==> src/fanout_pkg.sv <==
// Constants for the automatic reference fanout switch.
// Assumes one 25 MHz clock from the crystal; the reference is sampled.
// Summary of operation
// - Status pin goes high when the reference stops toggling.
// - Status pin goes low once a valid reference returns.
// - While reset input is low, a returning reference is fanned out.
// - Reference lost in automatic mode falls back to the bank divider.
// - Reference returning after fallback is routed back automatically.
// - Per-bank mode setting; fanout mode joins automatic switching.
// - While reset input is low, status high selects divider; status low selects the reference.
// - While reset input is high, choice re-evaluated only on its rising edge; if high since reset, status keeps driving it.
package fanout_pkg;
	// Reference idle time before loss is declared, in ns
	localparam int LOS_TIME_NS = 400;
	localparam int CLK_PERIOD_NS = 40;
	// Longest time rounds down, at least one cycle
	localparam int LOS_CYCLES = (LOS_TIME_NS / CLK_PERIOD_NS) < 1 ? 1 :
		(LOS_TIME_NS / CLK_PERIOD_NS);
	// Edges needed on the reference before it counts as valid
	localparam int VALID_EDGES = 4;
	localparam int BANK_COUNT = 7;
	// Reset values
	localparam logic LOS_RESET = 1'b1;
	localparam logic SEL_RESET = 1'b0;
	// Per-bank fanout mode setting
	typedef enum logic {MODE_NORMAL, MODE_FANOUT} bank_mode_t;
endpackage

==> src/glitchless_mux.sv <==
// Glitch-free two-input clock selector for one output bank.
// Assumes both inputs are sampled in the mclk domain and change slowly.
`timescale 1ns/1ps
module glitchless_mux
	import fanout_pkg::*;
(
	input wire logic mclk,
	input wire logic rst,
	input wire logic sel_ref,
	input wire logic div_clk,
	input wire logic ref_clk,
	output logic out_clk
);
	logic div_on_reg;
	logic ref_on_reg;
	logic out_next;

	// Break-before-make: one side is released only while low
	always_ff @(posedge mclk or posedge rst)
	begin
		if (rst)
		begin
			div_on_reg <= 1'b1;
			ref_on_reg <= 1'b0;
		end
		else
		begin
			if (!sel_ref && !ref_on_reg && !div_clk)
				div_on_reg <= 1'b1;
			else if (sel_ref && !div_clk)
				div_on_reg <= 1'b0;
			if (sel_ref && !div_on_reg && !ref_clk)
				ref_on_reg <= 1'b1;
			else if (!sel_ref && !ref_clk)
				ref_on_reg <= 1'b0;
		end
	end

	// Combine gated sources
	always_comb
	begin
		out_next = (div_on_reg & div_clk) | (ref_on_reg & ref_clk);
	end

	// Registered output
	always_ff @(posedge mclk or posedge rst)
	begin
		if (rst)
			out_clk <= 1'b0;
		else
			out_clk <= out_next;
	end

	no_overlap_a: assert property (@(posedge mclk) disable iff (rst)
		!(div_on_reg && ref_on_reg))
		else $error("both sources enabled");

	// Each side is gated on or off only while its clock is low
	div_release_a: assert property (@(posedge mclk) disable iff (rst)
		$fell(div_on_reg) |-> !$past(div_clk))
		else $error("divider cut while high");
	div_engage_a: assert property (@(posedge mclk) disable iff (rst)
		$rose(div_on_reg) |-> !$past(div_clk))
		else $error("divider joined while high");
	ref_release_a: assert property (@(posedge mclk) disable iff (rst)
		$fell(ref_on_reg) |-> !$past(ref_clk))
		else $error("reference cut while high");
	ref_engage_a: assert property (@(posedge mclk) disable iff (rst)
		$rose(ref_on_reg) |-> !$past(ref_clk))
		else $error("reference joined while high");
endmodule // glitchless_mux

==> src/auto_ref_fanout_switch.sv <==
// Top of the automatic reference fanout switch with per-bank selectors.
// Assumes reference and reset input are synchronous to mclk.
`timescale 1ns/1ps
module auto_ref_fanout_switch
	import fanout_pkg::*;
#(
	parameter int BANKS = BANK_COUNT
)
(
	input wire logic mclk,
	input wire logic rst,
	input wire logic ref_input_zero,
	input wire logic control_pin_one,
	input wire logic [BANKS-1:0] bank_fanout_mode,
	input wire logic [BANKS-1:0] div_clk,
	output logic status_pin_zero,
	output logic [BANKS-1:0] bank_out_clk,
	output logic ref_selected
);
	localparam int CW = $clog2(LOS_CYCLES + 1);
	localparam int EW = $clog2(VALID_EDGES + 1);
	logic ref_prev_reg;
	logic ctl_prev_reg;
	logic [CW-1:0] idle_reg;
	logic [EW-1:0] edges_reg;
	logic los_reg;
	logic latched_reg;
	logic sel_reg;
	logic ref_edge;
	logic ctl_rise;
	logic ref_gated;

	assign ref_edge = ref_input_zero & ~ref_prev_reg;

	// Dead reference held low so a bank stuck on a high level can release
	assign ref_gated = ref_input_zero & ~los_reg;
	assign ctl_rise = control_pin_one & ~ctl_prev_reg;

	// Edge history of the sampled pins
	always_ff @(posedge mclk or posedge rst)
	begin
		if (rst)
		begin
			ref_prev_reg <= 1'b0;
			ctl_prev_reg <= 1'b1;
		end
		else
		begin
			ref_prev_reg <= ref_input_zero;
			ctl_prev_reg <= control_pin_one;
		end
	end

	// Idle counter: cleared on each rising reference edge
	always_ff @(posedge mclk or posedge rst)
	begin
		if (rst)
			idle_reg <= '0;
		else if (ref_edge)
			idle_reg <= '0;
		else if (idle_reg != CW'(LOS_CYCLES))
			idle_reg <= idle_reg + 1'b1;
	end

	// Valid-edge counter for clock return
	always_ff @(posedge mclk or posedge rst)
	begin
		if (rst)
			edges_reg <= '0;
		else if (idle_reg == CW'(LOS_CYCLES))
			edges_reg <= '0;
		else if (ref_edge && edges_reg != EW'(VALID_EDGES))
			edges_reg <= edges_reg + 1'b1;
	end

	// Loss-of-signal flag
	always_ff @(posedge mclk or posedge rst)
	begin
		if (rst)
			los_reg <= LOS_RESET;
		else if (idle_reg == CW'(LOS_CYCLES))
			los_reg <= 1'b1;
		else if (edges_reg == EW'(VALID_EDGES))
			los_reg <= 1'b0;
	end

	// Latch: automatic while input low, frozen after a rising edge
	always_ff @(posedge mclk or posedge rst)
	begin
		if (rst)
			latched_reg <= 1'b0;
		else if (ctl_rise)
			latched_reg <= 1'b1;
		else if (!control_pin_one)
			latched_reg <= 1'b0;
	end

	// Source choice: follows loss status unless latched
	always_ff @(posedge mclk or posedge rst)
	begin
		if (rst)
			sel_reg <= SEL_RESET;
		else if (!latched_reg || ctl_rise)
			sel_reg <= ~los_reg;
	end

	// Status and selection outputs
	always_ff @(posedge mclk or posedge rst)
	begin
		if (rst)
		begin
			status_pin_zero <= LOS_RESET;
			ref_selected <= SEL_RESET;
		end
		else
		begin
			status_pin_zero <= los_reg;
			ref_selected <= sel_reg;
		end
	end

	// One selector per bank; only fanout-mode banks follow the choice
	genvar b;
	generate
		for (b = 0; b < BANKS; b++)
		begin : g_bank
			logic bank_sel;
			assign bank_sel = sel_reg &
				(bank_fanout_mode[b] == MODE_FANOUT);
			glitchless_mux u_mux (
				.mclk(mclk),
				.rst(rst),
				.sel_ref(bank_sel),
				.div_clk(div_clk[b]),
				.ref_clk(ref_gated),
				.out_clk(bank_out_clk[b])
			);
		end
	endgenerate

	los_set_a: assert property (@(posedge mclk) disable iff (rst)
		(idle_reg == CW'(LOS_CYCLES)) |=> los_reg)
		else $error("loss not flagged");
	los_clear_a: assert property (@(posedge mclk) disable iff (rst)
		(idle_reg != CW'(LOS_CYCLES) && edges_reg == EW'(VALID_EDGES))
		|=> !los_reg)
		else $error("loss not cleared");
	status_pin_a: assert property (@(posedge mclk) disable iff (rst)
		##1 status_pin_zero == $past(los_reg))
		else $error("status pin lags");
	auto_follow_a: assert property (@(posedge mclk) disable iff (rst)
		(!latched_reg) |=> sel_reg == !$past(los_reg))
		else $error("auto mode not following");
	fallback_div_a: assert property (@(posedge mclk) disable iff (rst)
		(!latched_reg && los_reg) |=> !sel_reg)
		else $error("no fallback to divider");
	return_ref_a: assert property (@(posedge mclk) disable iff (rst)
		(!latched_reg && !los_reg) |=> sel_reg)
		else $error("no return to reference");
	latch_hold_a: assert property (@(posedge mclk) disable iff (rst)
		(latched_reg && !ctl_rise) |=> $stable(sel_reg))
		else $error("choice changed while latched");
	rise_eval_a: assert property (@(posedge mclk) disable iff (rst)
		ctl_rise |=> sel_reg == !$past(los_reg))
		else $error("rising edge did not re-evaluate");
	normal_bank_a: assert property (@(posedge mclk) disable iff (rst)
		(bank_fanout_mode[0] == MODE_NORMAL) |-> !g_bank[0].bank_sel)
		else $error("normal bank joined switching");

	// Fanout-mode bank 6 follows the common choice
	fanout_join_a: assert property (@(posedge mclk) disable iff (rst)
		(bank_fanout_mode[6] == MODE_FANOUT) |->
		g_bank[6].bank_sel == sel_reg)
		else $error("fanout bank not switching");

	// Idle counter behaviour
	idle_clear_a: assert property (@(posedge mclk) disable iff (rst)
		ref_edge |=> idle_reg == '0)
		else $error("idle count not cleared");
	idle_count_a: assert property (@(posedge mclk) disable iff (rst)
		(!ref_edge && idle_reg != CW'(LOS_CYCLES))
		|=> idle_reg == CW'($past(idle_reg) + 1'b1))
		else $error("idle count stalled");
	idle_sat_a: assert property (@(posedge mclk) disable iff (rst)
		(!ref_edge && idle_reg == CW'(LOS_CYCLES))
		|=> idle_reg == CW'(LOS_CYCLES))
		else $error("idle count wrapped");

	// Valid-edge counter and loss-flag hold behaviour
	edges_clear_a: assert property (@(posedge mclk) disable iff (rst)
		(idle_reg == CW'(LOS_CYCLES)) |=> edges_reg == '0)
		else $error("edge count kept while idle");
	edges_count_a: assert property (@(posedge mclk) disable iff (rst)
		(ref_edge && idle_reg != CW'(LOS_CYCLES) &&
		edges_reg != EW'(VALID_EDGES))
		|=> edges_reg == EW'($past(edges_reg) + 1'b1))
		else $error("edge not counted");
	los_hold_a: assert property (@(posedge mclk) disable iff (rst)
		(idle_reg != CW'(LOS_CYCLES) && edges_reg != EW'(VALID_EDGES))
		|=> $stable(los_reg))
		else $error("loss flag moved without cause");

	// Reset-input latch
	latch_set_a: assert property (@(posedge mclk) disable iff (rst)
		ctl_rise |=> latched_reg)
		else $error("rising edge not latched");
	latch_clear_a: assert property (@(posedge mclk) disable iff (rst)
		(!control_pin_one && !ctl_rise) |=> !latched_reg)
		else $error("latch kept while input low");
	rise_detect_a: assert property (@(posedge mclk) disable iff (rst)
		ctl_rise |-> !$past(control_pin_one))
		else $error("rise without low level before");

	// Outputs and reference gating
	ref_sel_out_a: assert property (@(posedge mclk) disable iff (rst)
		ref_selected == $past(sel_reg))
		else $error("selection output lags");
	gate_low_a: assert property (@(posedge mclk) disable iff (rst)
		los_reg |-> !ref_gated)
		else $error("dead reference reaches banks");
endmodule // auto_ref_fanout_switch

==> config.mk <==
export PLATFORM = sky130hd
export DESIGN_NAME = auto_ref_fanout_switch
export DESIGN_NICKNAME = d
export VERILOG_FILES = /design/src/fanout_pkg.sv /design/src/glitchless_mux.sv /design/src/auto_ref_fanout_switch.sv
export SDC_FILE = /design/constraint.sdc
export NUM_CORES = 1
export LEC_CHECK = 0
export BUFFER_PORTS_ARGS = -buffer_cell sky130_fd_sc_hd__clkbuf_2
export CORE_AREA = 5 5 62 64
export CTS_CLUSTER_DIAMETER = 40
export DETAILED_ROUTE_END_ITERATION = 12
export DIE_AREA = 0 0 67 69
export PLACE_DENSITY_LB_ADDON = 0.2
export SLEW_MARGIN = 20
export SYNTH_ARGS = -nofsm -noshare
export SYNTH_HDL_FRONTEND = slang
export SYNTH_SLANG_ARGS = --single-unit
export TNS_END_PERCENT = 5
==> constraint.sdc <==
create_clock -name mclk -period 1.3 [get_ports mclk]
set_input_delay 0.325 -clock mclk [delete_from_list [all_inputs] [get_ports mclk]]
set_output_delay 0.325 -clock mclk [all_outputs]
set_load 0.01 [all_outputs]
==> results by group, run 1 <==
Status
  – Status: finished with violations
  – Failing checks: negative hold slack

Clock network
  – Inserted Clock Buffers: 5
  – Clock-pin slew on the worst setup and hold paths: ~0.10 ns
  – Clock Path Buffers: 2
  – CTS Sinks: 35
  – CTS tree: done
  – Clk root buf: clkbuf_4
  – CTS HTree Levels: 2
  – Insertion delay to the later sink of the worst-skew pair: roughly 0.33 ns

Cells and area
  – # fillers: 293
  – Area growth, synth to finish: 16.75%
  – Multi-input gate area: approximately 500 µm²
  – Final nets: 186
  – Share of cells above drive strength 1: 33.33%
  – Antenna cells: 0
  – Fin util: 54.24%
  – FF/Latch Area: a little under 900 µm²

Route
  – Iteration-0 DRC Markers: 56
  – DR vias: 1041
  – DRC violations left: 0
  – Vias per cell: 4.934
  – Routed length on met1: 1139 µm
  – Wire length per cell: 13.23 µm
  – Top sig layer: met4
  – Total routed wirelength: ~2800 µm
  – Final ANT Viol Nets: 0
  – Met2 Wirelength: 1419 µm
  – DR pass1 iterations: 4
  – WL met3: roughly 150 µm

Synthesis
  – Syn nets: 157
  – Avg Cell Area, Syn: 11.12 µm²
  – Synth Warn #: 0
  – #FFs+latches synth: 35
  – Post-Synth Simple-Gate Area: 10.58%
  – Synthesized-area fraction occupied by adder cells: between 3 and 4%
  – Mux share of post-synthesis cell area: 0%
  – Seq/Total Area, Yosys: 59.17%
  – Xor/xnor share of the synthesized area: 1.750%
  – Syn Std Cell Area: about 1500 µm²
  – Post-synthesis cell type count: 30
  – Largest family of logic cells by synthesized area: compound AO/OA/AOI/OAI gates
  – Synth Area in Compound Gates: 17.00%
  – Cells after synthesis: 135

Setup path
  – Crit path required time: approximately 1.6 ns
  – R2r setup slk: 0.006 ns
  – Crit path max-delay cell type: dfrtp_1
  – Crit. Startpoint: idle_reg[0]$_DFFE_PP0P_
  – CP top delay family: simple AND/OR/NAND/NOR gates
  – Worst setup EP type: register
  – Worst path bufs/invs: 1
  – Startpoint Class: register
  – RR Startpoint: idle_reg[0]$_DFFE_PP0P_
  – Critical path cell sequence: inv_1 > ha_1 > and3b_2 > or2_1 > a21oi_2
  – Worst EP arrival: approximately 1.6 ns
  – CP peak stage delay: 0.37 ns
  – Max FO, Critical Path: 6
  – Setup CP Type: reg2reg

Power and ir drop
  – P_leak: 0.0008624 µW
  – PD cells: 2132 nW/µm²
  – Overall Power: 3737 µW
  – Max VDD drop: 1230 µV

Floorplanning
  – Die Ht: between 60 and 70 µm
  – Boundary Pins: 27
  – Die X: 67 µm
  – Core area: 3232 µm²
  – Die Area: 4623 µm²
  – Initial Utilization: 46.46%
  – FP Rows: 21

GRT
  – Number of global-route vias before repair: 1123
  – Largest net degree at the start of global routing: 36
  – Overall global routing resource usage: ~14%
  – First-pass GRT wire length: approximately 4900 µm
  – Grt total ovfl: 0
  – Initial antenna violation count: 0

STA
  – Endpoints failing setup: 0
  – Fin. max-slew vios: 0
  – Clk_skew: 0.006860 ns
  – Worst hold margin: -0.0002473 ns
  – RSZ-0062 raised after global routing: yes
  – Min Clock Period, post-route: 1.294 ns
  – Worst Max-Slew Pin Slew: 0.3621 ns
  – Peak Freq: 772.6 MHz
  – Final hold viol count: 2
  – Headroom to the max-slew limit: 75.86%
  – Final period util: 99.57%

Place
  – Final HPWL DP: 1977 µm
  – Port bufs: 26
  – Routability cong.: about 0.7

Run
  – Total of max-cap violations: 0

Hold path
  – Hold Crit Class: in2async
[cells by family after synthesis]
kind of cell	Yosys count
AO/OA/AOI/OAI	37
flip-flops	35
adder cells (fa/ha/maj)	4
buffers and inverters	23
XOR/XNOR	3
AND/OR/NAND/NOR	33
[placed cells by master, fill, tap and decap left out, types with 2 or more instances in the layout]
| cell type | n |
|---|---|
| o22a_1 | 7 |
| inv_1 | 11 |
| o21ai_0 | 3 |
| nand3_1 | 3 |
| buf_4 | 7 |
| a22o_1 | 7 |
| clkbuf_2 | 25 |
| a21oi_1 | 15 |
| nand2b_1 | 2 |
| nor2b_1 | 3 |
| nor2_1 | 10 |
| ha_1 | 4 |
| nand2_1 | 9 |
| dfrtp_1 | 25 |
| dfstp_2 | 10 |
| clkbuf_4 | 5 |
| xnor2_1 | 2 |
[per-layer routing]
layer  GRT usage [%]  up-vias
met3           4.058        9
met4           8.784        0
li1                -      509
met2           22.49       31
met5               0        -
met1           15.63      492
[worst paths after layout]
kind                                                          end  cells after the start
worst max-delay path                      idle_reg[1]$_DFFE_PP0P_                      5
worst min-delay path            g_bank[2].u_mux.out_clk$_DFF_PP0_                      3
worst max register to register            idle_reg[1]$_DFFE_PP0P_                      5
worst min register to register          status_pin_zero$_DFF_PP1_                      0
max in group asynchronous               status_pin_zero$_DFF_PP1_                      3
min in group mclk                          ctl_prev_reg$_DFF_PP1_                      1
[Yosys cell counts, drive strengths merged]
master / instances / share of area (%)
buf: 9 / 4.6
and3b: 1 / 0.58
nand3: 3 / 1.0
dfrtp: 25 / 42
clkbuf: 3 / 0.83
a21boi: 1 / 0.50
xnor2: 2 / 1.2
and4b: 1 / 0.67
a21o: 1 / 0.58
inv: 11 / 2.8
or2: 1 / 0.42
a2bb2oi: 1 / 0.58
nand2b: 2 / 0.83
a21oi: 16 / 5.6
nor2b: 3 / 1.3
a22o: 7 / 4.1
and2: 1 / 0.42
o31a: 1 / 0.58
o21ai: 3 / 1.0
xor2: 1 / 0.58
nor3: 2 / 0.67
dfstp: 10 / 17
ha: 4 / 3.3
nor2: 10 / 2.5
nand2: 9 / 2.2
o22a: 7 / 4.1
[report_power, final]
part | leakage [µW] | internal [µW] | switching (µW)
logic | 0.000429 | 637 | 594
registers | 0.000405 | 1620 | 322
clock network | 0.0000282 | 208 | 355
total | 0.000862 | 2470 | 1270
[what timing repair did]
| action | 4_1_cts | 5_1_grt |
|---|---|---|
| resized for setup | 0 | 5 |
| setup buffers | 1 | 2 |
| endpoints found under the setup margin | 3 | 3 |
| hold endpoints to repair | 0 | 0 |
| hold buffers | 0 | 0 |
[area by class of cell]
| class | instances | share of cell area (%) |
|---|---|---|
| Multi-Input combinational cell | 77 | 28.69 |
| Clock inverter | 2 | 0.7138 |
| Tap cell | 46 | 3.283 |
| Sequential cell | 35 | 50.68 |
| Timing Repair Buffer | 34 | 11.92 |
| Inverter | 11 | 2.355 |
| Clock buffer | 6 | 2.355 |
[metrics by stage]
step                      area, µm²  worst slack [ns]  instances  setup TNS (ns)
after global placement         1658           0.06383        200               0
after global routing           1753          -0.01482        211        -0.03341
after floorplan                1501           0.03277        135               0
final                          1753          0.005636        211               0
after CTS                      1719          -0.02033        209        -0.02033
after detailed placement       1658         -0.009694        200        -0.01286
[tightest hold or removal path: stages]
cell and delay, ns:
clkbuf_2 0.08, inv_1 0.09, buf_12 0.21
(Power assumes the default switching activity.)
==> inputs of run 2 (changes only) <==
==> constraint.sdc (replaced) <==
create_clock -name mclk -period 1.3 [get_ports mclk]
set_input_delay 0.195 -clock mclk [delete_from_list [all_inputs] [get_ports mclk]]
set_output_delay 0.195 -clock mclk [all_outputs]
set_load 0.01 [all_outputs]
==> results by group, run 2 (synthesis results as in run 1) <==
Cells and area
  – Final nets: 186
  – Most frequent cells in the layout: clkbuf_2 (26), dfrtp_1 (25), a21oi_1 (15), inv_1 (11)
  – Share of cells above drive strength 1: 32.12%
  – Commonest non-fill, non-tap cell in the layout: clkbuf_2
  – Area growth, synth to finish: 15.33%
  – Antenna cells: 0

Setup path
  – Worst EP arrival: approximately 1.5 ns
  – Crit. Startpoint: idle_reg[1]$_DFFE_PP0P_
  – Worst setup EP type: register
  – Crit path required time: 1.57 ns
  – Reg2reg end: idle_reg[1]$_DFFE_PP0P_
  – CP peak stage delay: 0.43 ns
  – Setup CP Type: reg2reg
  – R2r setup slk: 0.02 ns
  – Worst path bufs/invs: 0
  – Critical path cell sequence: ha_1 > and3b_2 > or2_1 > a21oi_2
  – Max FO, Critical Path: 6
  – R2r worst-path depth: 4
  – CP top delay family: simple AND/OR/NAND/NOR gates
  – Startpoint Class: register
  – Crit path max-delay cell type: dfrtp_1
  – RR Startpoint: idle_reg[1]$_DFFE_PP0P_

Route
  – DR vias: 1016
  – Total routed wirelength: 2691 µm
  – Final ANT Viol Nets: 0
  – Vias per cell: 4.815
  – DR pass1 iterations: 6
  – Wire length per cell: 12.75 µm
  – Iteration-0 DRC Markers: 30
  – DRC violations left: 0

Clock network
  – Clock-pin slew on the worst setup and hold paths: 0.10 ns
  – Inserted Clock Buffers: 5
  – Insertion delay to the later sink of the worst-skew pair: 0.34 ns
  – CTS tree: done
  – CTS HTree Levels: 2
  – CTS Sinks: 35
  – Clk root buf: clkbuf_4
  – Clock Path Buffers: 2

STA
  – Headroom to the max-slew limit: 71.45%
  – Final period util: 98.25%
  – RSZ-0062 raised after global routing: yes
  – Clk_skew: 0.009671 ns
  – Final hold viol count: 0
  – Endpoints failing setup: 0
  – Setup tns final: 0 ns
  – Min Clock Period, post-route: approximately 1.3 ns
  – Worst Max-Slew Pin Slew: approximately 0.43 ns
  – Peak Freq: 783.0 MHz
  – Worst hold margin: 0.09729 ns
  – Fin. max-slew vios: 0

Power and ir drop
  – PD cells: 2096 nW/µm²
  – Max VDD drop: 850.7 µV
  – P_leak: 0.0008542 µW

GRT
  – Grt total ovfl: 0
  – Initial antenna violation count: 0
  – Overall global routing resource usage: 13.10%
  – First-pass GRT wire length: 4602 µm
  – Largest net degree at the start of global routing: 36
  – Number of global-route vias before repair: 1059

Floorplanning
  – Boundary Pins: 27
  – Initial Utilization: a little under half
  – Die Ht: 69 µm
  – Core area: approximately 3200 µm²
  – FP Rows: 21
  – Die Area: 4623 µm²
  – Die X: 67 µm

Place
  – Port bufs: 26
  – Final HPWL DP: 1912 µm
  – Routability cong.: 0.7078

Hold path
  – Hold Crit Class: in2reg
  – Hold Path Stages: 2
  – Hold EP: ref_prev_reg$_DFF_PP0_
  – Critical hold path startpoint: ref_input_zero

Status
  – Status: finished, final reports clean

Run
  – Total of max-cap violations: 0
==> run 2: cell types whose count changed in the layout (fill, tap and decap cells not counted), sizes merged <==
cell / change
buf: -3
clkinvlp: -1
clkbuf: +2
dlygate4sd3: +2
==> run 2: how the worst max path moves through the flow <==
stage | to | cells past startpoint
detailed placement | edges_reg[2]$_DFFE_PP0P_ | 5
global placement | g_bank[3].u_mux.ref_on_reg$_DFFE_PP0P_ | 3
global route | idle_reg[1]$_DFFE_PP0P_ | 5
CTS | idle_reg[1]$_DFFE_PP0P_ | 4
floorplan | idle_reg[1]$_DFFE_PP0P_ | 6
finish | idle_reg[1]$_DFFE_PP0P_ | 4
==> run 2: report_power, final <==
group / internal [µW] / switching, µW / leakage (µW)
combinational: 584 / 561 / 0.000419
sequential: 1620 / 315 / 0.000405
clock: 211 / 339 / 0.0000293
==> run 2: routing by layer <==
| metal | GRT usage, % | part of all wire [%] |
|---|---|---|
| met5 | 0 | 0 |
| met3 | 5.844 | 5.9 |
| met4 | 6.306 | 1.5 |
| met2 | 19.65 | 46 |
| met1 | 15.77 | 46 |
==> run 2: area by class of cell <==
cell class,count,area (µm²)
inverters,11,41.29
clock buffers,7,45.04
multi-input cells,77,499.2
well taps,46,57.56
repair buffers,34,195.2
fillers,276,1500
clock inverters,1,5.005
flip-flops and latches,35,888.4
==> run 2: what timing repair did <==
item                                    in CTS  in global routing
pin swaps                                    0                  0
gates resized for setup                      2                  1
hold buffers                                 2                  0
endpoints found under the setup margin       3                  2
setup buffers                                1                  0
hold endpoints to repair                    26                  0
==> run 2: through the flow <==
step | utilization (%) | cells | total power [µW] | area, µm² | worst slack [ns]
2_1_floorplan | - | 135 | 2831 | 1501 | 0.03277
3_3_place_gp | 50.91 | 200 | 2997 | 1645 | 0.05823
3_5_place_dp | 50.91 | 200 | 3089 | 1645 | -0.006344
4_1_cts | 53.43 | 211 | 3684 | 1727 | 0.01771
5_1_grt | 53.58 | 211 | 3943 | 1732 | -0.06608
6_report | 53.58 | 211 | 3630 | 1732 | 0.02279
